<file path="src/logic/ppdh_cfg.svh">
// Purpose: Constants for the pin power-down hold block.
// Assumes: 50 MHz system clock.
// Notes:   Times are kept in their own units and converted to cycles here.
`ifndef PPDH_CFG_SVH
`define PPDH_CFG_SVH
`define PPDH_CLK_PERIOD_PS  20000
`define PPDH_SETUP_NS       15
`define PPDH_SETUP_CYC      ((`PPDH_SETUP_NS * 1000 + \
	`PPDH_CLK_PERIOD_PS - 1) / `PPDH_CLK_PERIOD_PS)
`define PPDH_RELEASE_NS     25
`define PPDH_WAKE_US        1
`define PPDH_WAKE_CYC       ((`PPDH_WAKE_US * 1000000) / `PPDH_CLK_PERIOD_PS)
`define PPDH_RESUME_CYC     4
`define PPDH_PD_ENABLE      1'h1
`define PPDH_DATA_W         8
`define PPDH_CNT_W          10
`endif

</file>
<file path="src/logic/ppdh_pkg.sv">
// Purpose: Types for the pin power-down hold block.
// Assumes: Nothing beyond the constants header.
// Notes:   Holds the power state enumeration.
package ppdh_pkg;
	typedef enum logic [1:0] {
		PPDH_RUN,
		PPDH_DOWN,
		PPDH_WAKE
	} ppdh_state_t;
endpackage

</file>
<file path="src/logic/ppdh_top.sv">
// Purpose: Pin-controlled power-down hold around a small register array.
// Assumes: One clock; all pins other than srst arrive asynchronously and are synchronised.
// Notes:   Power-down freezes state; wake-up is bounded by a cycle counter.
`include "ppdh_cfg.svh"

// Notes on behaviour
// - With the feature built in, a high pin means power-down, low means run.
// - On entry every data register and data output value is captured and held; the status flags change.
// - An output in high impedance at entry stays so until power-down ends.
// - While down, all inputs other than the power-down pin and srst are ignored.
// - While down, the two-way pin hold latches keep their last levels; input pins have none.
// - The feature is a build-time parameter, not switchable at run time.
// - With the feature used, the power-down pin never feeds the logic as data.
// - After the pin falls, inputs count and outputs are valid within 1 us.
module ppdh_top
	import ppdh_pkg::*;
#(
	parameter logic PD_ENABLE = `PPDH_PD_ENABLE,
	parameter int   DATA_W    = `PPDH_DATA_W
) (
	// Clock and reset
	input  wire logic              clk_sys,
	input  wire logic              srst,
	// Power-down pin, also a plain input when the feature is absent
	input  wire logic              power_down_pin,
	// User logic inputs
	input  wire logic [DATA_W-1:0] data_in,
	input  wire logic              load_en,
	input  wire logic              out_en,
	// Two-way pins
	input  wire logic [DATA_W-1:0] bidir_i,
	output logic      [DATA_W-1:0] bidir_o,
	output logic                   bidir_oe,
	// Outputs
	output logic      [DATA_W-1:0] data_out,
	output logic      [DATA_W-1:0] comb_out,
	output logic                   pd_active,
	output logic                   ready
);
	// Refuse builds that the load mask or the settle counter cannot serve.
	if (DATA_W < 2 || DATA_W > 64) begin : g_bad_width
		$error("ppdh_top: DATA_W out of range");
	end
	if (`PPDH_RESUME_CYC < 1 ||
			`PPDH_WAKE_CYC < `PPDH_RESUME_CYC) begin : g_bad_wake
		$error("ppdh_top: wake budget too short");
	end
	if (`PPDH_RESUME_CYC >= (1 << `PPDH_CNT_W)) begin : g_bad_cnt
		$error("ppdh_top: settle count does not fit the counter");
	end

	// Running is decoded for the input gate and for both status flags.
	function automatic logic is_run(input ppdh_state_t s);
		return s == PPDH_RUN;
	endfunction

	localparam logic [`PPDH_CNT_W-1:0] RESUME_CYC =
		`PPDH_CNT_W'(`PPDH_RESUME_CYC);

	logic [DATA_W-1:0] data_s;
	logic [DATA_W-1:0] bidir_s;
	logic              load_s;
	logic              oe_s;
	logic              pd_s;

	ppdh_sync #(.W(2 * DATA_W + 2)) u_sync (
		.clk_sys (clk_sys),
		.srst    (srst),
		.d       ({data_in, bidir_i, load_en, out_en}),
		.q       ({data_s, bidir_s, load_s, oe_s})
	);

	// The pin has a synchroniser of its own; it joins the data only when the feature is absent.
	ppdh_sync #(.W(1)) u_pin_sync (
		.clk_sys (clk_sys),
		.srst    (srst),
		.d       (power_down_pin),
		.q       (pd_s)
	);

	// The pin only counts as power-down control when built in.
	logic pd_req;
	assign pd_req = PD_ENABLE & pd_s;

	// Without the feature the pin is an ordinary user input.
	logic pin_as_data;
	assign pin_as_data = PD_ENABLE ? 1'h0 : pd_s;

	ppdh_state_t                state_reg;
	ppdh_state_t                state_next;
	logic [`PPDH_CNT_W-1:0]     cnt_reg;
	logic [`PPDH_CNT_W-1:0]     cnt_next;
	logic [DATA_W-1:0]          core_reg;
	logic [DATA_W-1:0]          core_next;
	logic [DATA_W-1:0]          keep_reg;
	logic [DATA_W-1:0]          keep_next;
	logic [DATA_W-1:0]          dout_next;
	logic [DATA_W-1:0]          comb_next;
	logic [DATA_W-1:0]          bo_next;
	logic                       oe_next;
	logic                       pd_active_next;
	logic                       ready_next;
	logic                       run;

	always_comb begin
		state_next = state_reg;
		cnt_next = cnt_reg;
		unique case (state_reg)
			PPDH_RUN: begin
				if (pd_req)
					state_next = PPDH_DOWN;
			end
			PPDH_DOWN: begin
				if (!pd_req) begin
					state_next = PPDH_WAKE;
					cnt_next = '0;
				end
			end
			PPDH_WAKE: begin
				// Short settle well inside the wake budget.
				if (pd_req)
					state_next = PPDH_DOWN;
				else if (cnt_reg == RESUME_CYC - 1'h1)
					state_next = PPDH_RUN;
				else
					cnt_next = cnt_reg + 1'h1;
			end
			default: begin
				// An unused code falls back to run with the counter cleared.
				state_next = PPDH_RUN;
				cnt_next = '0;
			end
		endcase
	end

	assign run = is_run(state_reg) && !pd_req;

	// Pin hold latches keep the last sampled levels while down.
	always_comb begin
		keep_next = keep_reg;
		if (run)
			keep_next = bidir_s;
	end

	always_comb begin
		core_next = core_reg;
		if (run && load_s)
			core_next = data_s ^ keep_next ^ {{(DATA_W-1){1'h0}}, pin_as_data};
	end

	// Outputs update only while running; otherwise they hold, including Z.
	always_comb begin
		dout_next = data_out;
		comb_next = comb_out;
		bo_next = bidir_o;
		oe_next = bidir_oe;
		// Frozen copies cover both valid data and high impedance.
		if (run) begin
			dout_next = core_next;
			comb_next = core_next & keep_next;
			bo_next = core_next;
			oe_next = oe_s;
		end
	end

	// Both flags follow the state of the next edge, so they never lag it.
	always_comb begin
		pd_active_next = !is_run(state_next);
		ready_next = is_run(state_next);
	end

	// Power state registers.
	always_ff @(posedge clk_sys) begin
		if (srst) begin
			state_reg <= PPDH_RUN;
			cnt_reg <= '0;
		end else begin
			state_reg <= state_next;
			cnt_reg <= cnt_next;
		end
	end

	// Hold latch register; nothing reloads it on wake.
	always_ff @(posedge clk_sys) begin
		if (srst) begin
			keep_reg <= '0;
		end else begin
			keep_reg <= keep_next;
		end
	end

	// Core register; nothing reloads it on wake either.
	always_ff @(posedge clk_sys) begin
		if (srst) begin
			core_reg <= '0;
		end else begin
			core_reg <= core_next;
		end
	end

	// Output registers, so every pin comes straight from a flip-flop.
	always_ff @(posedge clk_sys) begin
		if (srst) begin
			data_out <= '0;
			comb_out <= '0;
			bidir_o <= '0;
			bidir_oe <= 1'h0;
		end else begin
			data_out <= dout_next;
			comb_out <= comb_next;
			bidir_o <= bo_next;
			bidir_oe <= oe_next;
		end
	end

	// Status flag registers.
	always_ff @(posedge clk_sys) begin
		if (srst) begin
			pd_active <= 1'h0;
			ready <= 1'h1;
		end else begin
			pd_active <= pd_active_next;
			ready <= ready_next;
		end
	end
endmodule

</file>
<file path="src/logic/ppdh_sync.sv">
// Purpose: Two-stage synchroniser for a bus of pin levels.
// Assumes: Inputs are asynchronous to clk_sys.
// Notes:   The first stage is read only by the second stage.
module ppdh_sync #(
	parameter int W = 1
) (
	// Clock and reset
	input  wire logic         clk_sys,
	input  wire logic         srst,
	// Levels
	input  wire logic [W-1:0] d,
	output logic      [W-1:0] q
);
	logic [W-1:0] meta_reg;
	logic [W-1:0] meta_next;
	logic [W-1:0] q_next;

	always_comb begin
		meta_next = d;
		q_next = meta_reg;
	end

	always_ff @(posedge clk_sys) begin
		if (srst) begin
			meta_reg <= '0;
			q <= '0;
		end else begin
			meta_reg <= meta_next;
			q <= q_next;
		end
	end
endmodule

</file>
<file path="config.mk">
export PLATFORM = sky130hd
export DESIGN_NAME = ppdh_top
export DESIGN_NICKNAME = d
export VERILOG_FILES = /design/src/logic/ppdh_pkg.sv /design/src/logic/ppdh_top.sv /design/src/logic/ppdh_sync.sv
export VERILOG_INCLUDE_DIRS = /design/src /design/src/logic
export SDC_FILE = /design/constraint.sdc
export NUM_CORES = 1
export LEC_CHECK = 0
export BUFFER_PORTS_ARGS = -buffer_cell sky130_fd_sc_hd__buf_2
export CORE_UTILIZATION = 50
export DETAILED_ROUTE_END_ITERATION = 7
export MAX_ROUTING_LAYER = met4
export PLACE_DENSITY = 0.73
export SKIP_LAST_GASP = 1
export SYNTH_ARGS = -nofsm -noshare
export SYNTH_HDL_FRONTEND = slang
export SYNTH_HIERARCHICAL = 1
export SYNTH_SLANG_ARGS = --single-unit
</file>
<file path="constraint.sdc">
create_clock -name clk_sys -period 5.5 [get_ports clk_sys]
set_clock_uncertainty 0.1 [all_clocks]
set_input_delay 0.55 -clock clk_sys [delete_from_list [all_inputs] [get_ports clk_sys]]
set_output_delay 0.55 -clock clk_sys [all_outputs]
set_load 0.01 [all_outputs]
</file>
==> impl_metrics.ini, run 1 <==
[status]
outcome = complete, no violations

[floorplanning]
initial_utilization_pct = 53.4
die_y_um = 77.0
core_sq_um = 5270
die_w_um = 77.0
die_area_sq_um = 5930
fp-row-count = 26
ios = 48

[drt]
wl_per_cell_um = 12.1
drt_first_pass_iters = 4
ant_nets = 0
vias = 1853
drt_iter0_drc = 55
via_per_inst = 4.92
drc = 0
wirelength_um = 4560

[yosys]
syn_avg_cell_area_sq_um = 10.6
syn_area_sq_um = 2820
yosys_warnings = 6
ys_types = 42
synth-seq-area-share_pct = 54.8
synth_nets = 288
synthCells = 266
ys_ff_latch = 77

[final_layout]
drive_above_1_share_pct = 27.0
ff_latch_area_sq_um = 1540
stdcell_count = 377
fillers = 459
fin_nets = 324
area_delta_synth_final_pct = 14.5
multiInputGateArea_sq_um = 1120
n_antenna_cell = 0

[global_routing]
first_global_vias = 1680
antenna_found_initial = 0
grt_pass1_wl_um = 7670
grt_remaining_overflow = 0
grt_use_total_pct = 17.3
grt_start_max_net_pins = 56

[power_and_ir_drop]
peakVddDrop_mv = 0.207
power.density_nw_per_um2 = 344
p_leak_nw = 1.35
total_power_w = 0.00111

[clock_network]
cts_buffer_depth = 2
clk_latency_ns = 0.35
cts_tree = built
cts_setup_buffers = 0
clk_pin_slew_ns = 0.09
cts_max_level = 3
cts_root_buf = clkbuf_8
hold_buffers = 0
cts_buffers = 9
cts_resized = 0
cts.sinks = 77

[sta]
maxSlewHeadroom_pct = 38.6
worst_pin_slew_ns = 0.920
fin_hold_ws_ns = 0.298
grt_setup_unrepaired = no
min_period_ns = 2.25
tns_ns = 0
slew_violations = 0
fin_crit_sh_pct = 40.9
hold_viol_final = 0
finalSetupViolCount = 0
timing.fmax_mhz = 445

[placed_design]
dpl.hpwl_um = 3020
port-buffer-count = 47
gp_congestion = 0.772
place_inst = 361

[setup_path]
crit_type = register to register
arrival_ns = 2.38
worst_setup_path_end_kind = register
worst_ep_required_time_ns = 5.64
start_kind = register
cp_max_fo = 7

[hold_path]
hp-class = primary input to register

[run]
maxCapViolations = 0
[worst max-delay path, cell delays in order (launching register included)]
cell and delay, ns:
dfxtp_1 0.40, ha_1 0.22, or4b_4 0.51, o41ai_4 0.49, a21oi_2 0.12, mux2_4 0.31
[cell type report]
type / count / share of cell area, %
clock buffers: 9 / 3.84
clock inverters: 7 / 2.72
inverters: 4 / 0.466
multi-input cells: 161 / 34.7
flip-flops and latches: 77 / 47.8
well taps: 70 / 2.72
repair buffers: 49 / 7.76
[power by group]
part	switching (W)	internal (W)	total, W
clock network	0.000224	0.000221	0.000445
registers	0.0000118	0.000580	0.000592
logic	0.0000377	0.0000347	0.0000725
total	0.000273	0.000836	0.00111
[cells in the mapped netlist]
cell type | n | area (sq um)
a21oi_1 | 6 | 30.0
buf_2 | 3 | 15.0
o21a_1 | 3 | 22.5
xor2_1 | 3 | 26.3
ha_1 | 1 | 12.5
dfxtp_1 | 77 | 1540
clkbuf_1 | 10 | 37.5
o41a_1 | 1 | 11.3
o2111ai_1 | 2 | 17.5
nand4_1 | 1 | 6.26
nor3_1 | 4 | 20.0
nor2b_1 | 33 | 206
or4b_4 | 1 | 13.8
nor4b_2 | 1 | 15.0
nand2_1 | 16 | 60.1
inv_1 | 4 | 15.0
mux2_2 | 1 | 11.3
o21ai_0 | 2 | 10.0
a21boi_1 | 1 | 7.51
o41ai_4 | 1 | 27.5
and2_1 | 2 | 12.5
a21o_1 | 1 | 7.51
a31o_2 | 5 | 43.8
nor2_1 | 16 | 60.1
a211oi_1 | 6 | 45.0
or3_1 | 2 | 12.5
o41ai_1 | 1 | 8.76
a21oi_2 | 1 | 8.76
and3_1 | 6 | 37.5
o21bai_1 | 1 | 7.51
nand3_1 | 5 | 25.0
buf_4 | 8 | 60.1
xnor2_1 | 10 | 87.6
and2b_2 | 6 | 52.6
a2111oi_0 | 4 | 35.0
o22a_1 | 5 | 43.8
a21boi_0 | 3 | 22.5
mux2_4 | 1 | 15.0
nand2b_1 | 1 | 6.26
mux2i_1 | 6 | 60.1
buf_6 | 3 | 33.8
a2111o_1 | 2 | 22.5
[placed cells by master, fill, tap and decap left out, types with 4 or more instances in the layout]
| cell | n |
|---|---|
| dfxtp_1 | 77 |
| buf_2 | 47 |
| nor2b_1 | 33 |
| nor2_1 | 16 |
| nand2_1 | 16 |
| xnor2_1 | 10 |
| clkbuf_8 | 9 |
| a211oi_1 | 6 |
| and3_1 | 6 |
| mux2i_1 | 6 |
| a21oi_1 | 6 |
| and2b_2 | 6 |
| a31o_2 | 5 |
| nand3_1 | 5 |
| o22a_1 | 5 |
| inv_1 | 4 |
| a2111oi_0 | 4 |
[metrics by stage]
step	instance area, sq um	util [%]	setup WS, ns
after floorplan	2820	-	3.42
after global placement	3010	57.1	3.23
after detailed placement	3010	57.1	3.18
after CTS	3220	61.2	3.26
after global routing	3220	61.2	3.17
final	3220	61.2	3.25
[kinds of logic (layout without fill, tap and decap cells)]
logic type,Yosys count,in the layout,synth area share [%]
adder cells (fa/ha/maj),1,1,0.444
AO/OA/AOI/OAI,45,45,13.2
multiplexers,8,8,3.07
buffers and inverters,28,69,5.73
flip-flops,77,77,54.8
AND/OR/NAND/NOR,94,94,18.8
XOR/XNOR,13,13,4.04
[path summary, 6_finish.rpt]
path / start / to / slack, ns / cells past startpoint
min reg2reg: u_sync/meta_reg[9] / u_sync/q[9] / 0.34 / 1
max reg2reg: cnt_reg[0] / cnt_reg[4] / 3.25 / 5
min: data_in[6] / u_sync/meta_reg[16] / 0.30 / 2
max: cnt_reg[0] / cnt_reg[4] / 3.25 / 5
[per-layer routing]
layer | vias to the layer above | part of all wire, % | GRT usage [%]
li1 | 968 | - | -
met5 | - | 0 | -
met4 | 0 | 0.88 | 6.79
met2 | 36 | 46 | 25.9
met3 | 6 | 4.0 | 7.14
met1 | 843 | 49 | 20.7
(Power assumes the default switching activity.)
==> run 2, diff against run 1 <==
==> constraint.sdc (replaced) <==
create_clock -name clk_sys -period 2.07 [get_ports clk_sys]
set_clock_uncertainty 0.1 [all_clocks]
set_input_delay 0.207 -clock clk_sys [delete_from_list [all_inputs] [get_ports clk_sys]]
set_output_delay 0.207 -clock clk_sys [all_outputs]
set_load 0.01 [all_outputs]
==> impl_metrics.ini, run 2 (same netlist as run 1, synthesis figures left out) <==
[drt]
via_per_inst = 4.96
ant_nets = 0
wl_per_cell_um = 11.6
drt_iter0_drc = 55
drc = 0
wirelength_um = 4680
drt_first_pass_iters = 4
vias = 1995

[hold_path]
hold_depth = 2
worstHoldStart = srst
worstHoldEndpoint = bidir_oe
hp-class = primary input to register

[floorplanning]
die_w_um = 77.0
fp-row-count = 26
ios = 48
initial_utilization_pct = 53.4
core_sq_um = 5270
die_y_um = 77.0
die_area_sq_um = 5930

[sta]
fin_ws_ns = 0.0745
timing.fmax_mhz = 501
finalSetupViolCount = 0
fin_crit_sh_pct = 96.4
grt_setup_unrepaired = no
hold_viol_final = 0
min_period_ns = 2.00
slew_violations = 0
maxSlewHeadroom_pct = 64.0
tns_ns = 0
worst_pin_slew_ns = 0.526

[power_and_ir_drop]
switchingPower_w = 0.000693
p_int_w = 0.00223
peakVddDrop_mv = 0.586
p_leak_nw = 1.44
switching_share_pct = 23.7
power.density_nw_per_um2 = 842
seqPwrFrac_pct = 53.7
p_comb_share_pct = 7.8
pwr-share-clk_pct = 38.5

[final_layout]
fin_util_pct = 66.0
stdcell_count = 402
area_delta_synth_final_pct = 23.5
fin_nets = 349
drive_above_1_share_pct = 28.0
n_antenna_cell = 0
final_cell_area_sq_um = 3480
mostFrequentLayoutCells = 75 x dfxtp_1, 47 x buf_2, 33 x nor2b_1, 19 x dlygate4sd3_1
final_common_cell = dfxtp_1
fillers = 430

[clock_network]
cts_root_buf = clkbuf_8
cts.sinks = 77
cts_tree = built
clk_pin_slew_ns = 0.08
clk_latency_ns = 0.34
cts_buffer_depth = 2
cts_max_level = 3
cts_buffers = 9

[global_routing]
grt_pass1_wl_um = 8010
first_global_vias = 1813
grt_remaining_overflow = 0
antenna_found_initial = 0
grt_use_total_pct = 18.1
grt_start_max_net_pins = 37

[run]
maxCapViolations = 0

[placed_design]
dpl.hpwl_um = 3100
place_inst = 365
place_area_sq_um = 3040
port-buffer-count = 47
gp_congestion = 0.820
pre_cts_ws_ns = 0.0477

[status]
outcome = complete, no violations

[setup_path]
crit_type = register to register
worst_setup_path_end_kind = register
r2r-end = cnt_reg[4]
r2r_cells = 5
arrival_ns = 2.13
start_kind = register
reg2reg_from = cnt_reg[0]
cp_max_fo = 3
worst_ep_required_time_ns = 2.21
rrSetupSlack_ns = 0.07
[run 2: cell types whose count changed in the layout (fill, tap and decap cells not counted)]
cell           previous run  this run
clkinvlp_4                0         2
dfxtp_2                   0         2
ha_1                      1         0
ha_4                      0         1
o41ai_2                   0         1
dlygate4sd3_1             0        19
clkinv_4                  1         2
inv_8                     2         1
inv_6                     3         1
o41ai_1                   1         0
dfxtp_1                  77        75
buf_4                     2         8
[run 2: worst max-delay path by stage]
stage	startpoint	endpoint	slack, ns	depth (start not counted)
2_1_floorplan	cnt_reg[0]	cnt_reg[4]	0.07	5
3_3_place_gp	cnt_reg[0]	state_reg[1]	0.12	5
3_5_place_dp	cnt_reg[0]	state_reg[1]	0.05	5
4_1_cts	cnt_reg[0]	state_reg[1]	0.04	5
5_1_grt	cnt_reg[1]	cnt_reg[0]	0.01	6
6_report	cnt_reg[0]	cnt_reg[4]	0.07	5
[run 2: metrics by stage]
stage,hold slack [ns],total power [W]
2_1_floorplan,0.179,0.00175
3_3_place_gp,0.318,0.00180
3_5_place_dp,0.319,0.00181
4_1_cts,0.0390,0.00297
5_1_grt,0.0450,0.00307
6_report,0.0577,0.00293
[run 2: power by group through the flow]
stage / clock, W / combinational (W) / sequential (W)
after floorplan: 0 / 0.000145 / 0.00161
after global placement: 0 / 0.000197 / 0.00160
after detailed placement: 0 / 0.000200 / 0.00161
after CTS: 0.00117 / 0.000228 / 0.00157
after global routing: 0.00123 / 0.000255 / 0.00158
final: 0.00113 / 0.000230 / 0.00157
[run 2: critical path, cell delays in order, from the launching register on]
cell	delay (ns)
dfxtp_2	0.37
ha_4	0.14
or4b_4	0.49
o41ai_4	0.37
a21oi_2	0.12
mux2_4	0.30
[run 2: routing by layer]
layer	track usage, %	part of all wire [%]	wire length, um	vias up
li1	-	-	-	1027
met1	19.4	45	2090	914
met2	29.4	49	2310	46
met3	7.26	4.3	203	8
met4	7.92	1.5	70	0
met5	-	0	0	-
[run 2: cell type report]
type | count | area, sq um | share of cell area [%]
flip-flops and latches | 77 | 1540 | 44.4
multi-input cells | 161 | 1140 | 32.7
repair buffers | 74 | 485 | 14.0
clock buffers | 9 | 124 | 3.56
well taps | 70 | 87.6 | 2.52
clock inverters | 7 | 82.6 | 2.38
inverters | 4 | 15.0 | 0.432
[run 2: repair_timing]
item | in CTS | in global routing
buffers inserted | 0 | 2
endpoints found under the hold margin | 19 | 0
hold buffers | 19 | 0
resized for setup | 0 | 5
setup endpoints to repair | 0 | 7
==> run 3, diff against run 2 <==
--- a/config.mk
+++ b/config.mk
@@ -9,6 +9,7 @@
 export BUFFER_PORTS_ARGS = -buffer_cell sky130_fd_sc_hd__buf_2
 export CORE_UTILIZATION = 50
 export DETAILED_ROUTE_END_ITERATION = 7
+export GPL_TIMING_DRIVEN = 1
 export MAX_ROUTING_LAYER = met4
 export PLACE_DENSITY = 0.73
 export SKIP_LAST_GASP = 1
==> constraint.sdc (replaced) <==
create_clock -name clk_sys -period 2.07 [get_ports clk_sys]
set_clock_uncertainty 0.1 [all_clocks]
set_input_delay 0.5175 -clock clk_sys [delete_from_list [all_inputs] [get_ports clk_sys]]
set_output_delay 0.5175 -clock clk_sys [all_outputs]
set_load 0.01 [all_outputs]
==> impl_metrics.ini, run 3 (same netlist as run 1, synthesis figures left out) <==
[global_routing]
grt_use_total_pct = 17.1
first_global_vias = 1653
grt_remaining_overflow = 0
grt_start_max_net_pins = 32
antenna_found_initial = 0
grt_pass1_wl_um = 7420

[power_and_ir_drop]
p_int_w = 0.00210
power.density_nw_per_um2 = 850
peakVddDrop_mv = 0.509
p_leak_nw = 1.35
pwr-share-clk_pct = 35.7
switchingPower_w = 0.000656
seqPwrFrac_pct = 57.0
p_comb_share_pct = 7.3
switching_share_pct = 23.8
total_power_w = 0.00276

[drt]
via_per_inst = 4.87
drt_iter0_drc = 40
ant_nets = 0
vias = 1855
wirelength_um = 4460
drc = 0
drt_first_pass_iters = 4
wl_per_cell_um = 11.7

[final_layout]
area_delta_synth_final_pct = 15.3
drive_above_1_share_pct = 28.9
multiInputGateArea_sq_um = 1120
mostFrequentLayoutCells = 75 x dfxtp_1, 47 x buf_2, 33 x nor2b_1, 16 x nor2_1, 16 x nand2_1
fin_nets = 329
final_common_cell = dfxtp_1
ff_latch_area_sq_um = 1540
n_antenna_cell = 0
final_cell_area_sq_um = 3250
fin_util_pct = 61.6
fillers = 458

[sta]
slew_violations = 0
min_period_ns = 1.96
fin_crit_sh_pct = 94.8
finalSetupViolCount = 0
hold_viol_final = 0
timing.fmax_mhz = 510
grt_setup_unrepaired = no
worst_pin_slew_ns = 0.551
maxSlewHeadroom_pct = 62.3
tns_ns = 0
fin_hold_ws_ns = 0.276

[setup_path]
start_kind = register
reg2reg_from = cnt_reg[0]
r2r-end = cnt_reg[1]
arrival_ns = 2.09
worst_ep_required_time_ns = 2.19
crit_type = register to register
rrSetupSlack_ns = 0.11
max_stage_delay_ns = 0.51
worstPathCellList = ha_1 > or4b_4 > o41a_1 > o21ai_0 > a21oi_1
cp_max_fo = 5
r2r_cells = 5
worst_path_max_delay_cell = or4b_4
worst_setup_path_end_kind = register

[clock_network]
cts_tree = built
cts_max_level = 3
clk_latency_ns = 0.34
cts_buffer_depth = 2
cts.sinks = 77
cts_setup_buffers = 0
clk_pin_slew_ns = 0.08
cts_buffers = 9
cts_root_buf = clkbuf_8

[floorplanning]
die_w_um = 77.0
fp-row-count = 26
ios = 48
die_y_um = 77.0
initial_utilization_pct = 53.4
die_area_sq_um = 5930
core_sq_um = 5270

[placed_design]
dpl.hpwl_um = 3160
gp_congestion = 0.827
place_area_sq_um = 3060
port-buffer-count = 47

[hold_path]
hp-class = primary input to register
worstHoldEndpoint = u_sync/meta_reg[11]
worstHoldStart = data_in[1]
hold_depth = 2

[run]
maxCapViolations = 0

[status]
outcome = complete, no violations
[run 3: worst max-delay path: cells and delay by family (launching register included)]
kind	cells	cell delay, ns
AND/OR/NAND/NOR	1	0.51
flip-flops	1	0.36
AO/OA/AOI/OAI	3	0.68
adder cells (fa/ha/maj)	1	0.19
[run 3: what timing repair did]
action	in CTS	in global routing
setup endpoints to repair	0	5
hold endpoints to repair	0	0
resized for setup	0	3
hold buffers	0	0
[run 3: power by group through the flow]
stage                     clock network [W]  logic (W)  registers (W)
after floorplan                           0   0.000145        0.00161
after global placement                    0   0.000201        0.00160
after detailed placement                  0   0.000205        0.00161
after CTS                           0.00101   0.000205        0.00157
after global routing                0.00107   0.000223        0.00158
final                              0.000985   0.000202        0.00157
[run 3: worst max path at each step]
stage               startpoint            to  slack [ns]  cells past startpoint
detailed placement  cnt_reg[0]  state_reg[1]        0.07                      5
global placement    cnt_reg[0]  state_reg[1]        0.13                      5
global route        cnt_reg[0]    cnt_reg[1]        0.03                      5
floorplan           cnt_reg[0]    cnt_reg[4]        0.07                      5
finish              cnt_reg[0]    cnt_reg[1]        0.11                      5
CTS                 cnt_reg[0]  state_reg[1]        0.05                      5
[run 3: routing by layer]
layer / track usage, % / wire length [um] / vias up
met3: 7.26 / 235 / 7
met5: - / 0 / -
met4: 9.06 / 87 / 0
met2: 27.2 / 2130 / 41
li1: - / - / 977
met1: 17.9 / 2010 / 830
[run 3: final cells by class]
type                       instances  share of cell area [%]
tap                               70                    2.70
inverter                           4                   0.463
clock buffer                      10                    4.24
multi-input combinational        161                    34.7
timing repair buffer              54                    9.25
clock inverter                     5                    1.12
sequential                        77                    47.6
[run 3: stage by stage]
| stage | worst slack (ns) | std cells |
|---|---|---|
| after floorplan | 0.0668 | 266 |
| after global placement | 0.126 | 366 |
| after CTS | 0.0541 | 381 |
| after global routing | 0.0265 | 381 |
| after detailed placement | 0.0689 | 366 |
| final | 0.109 | 381 |
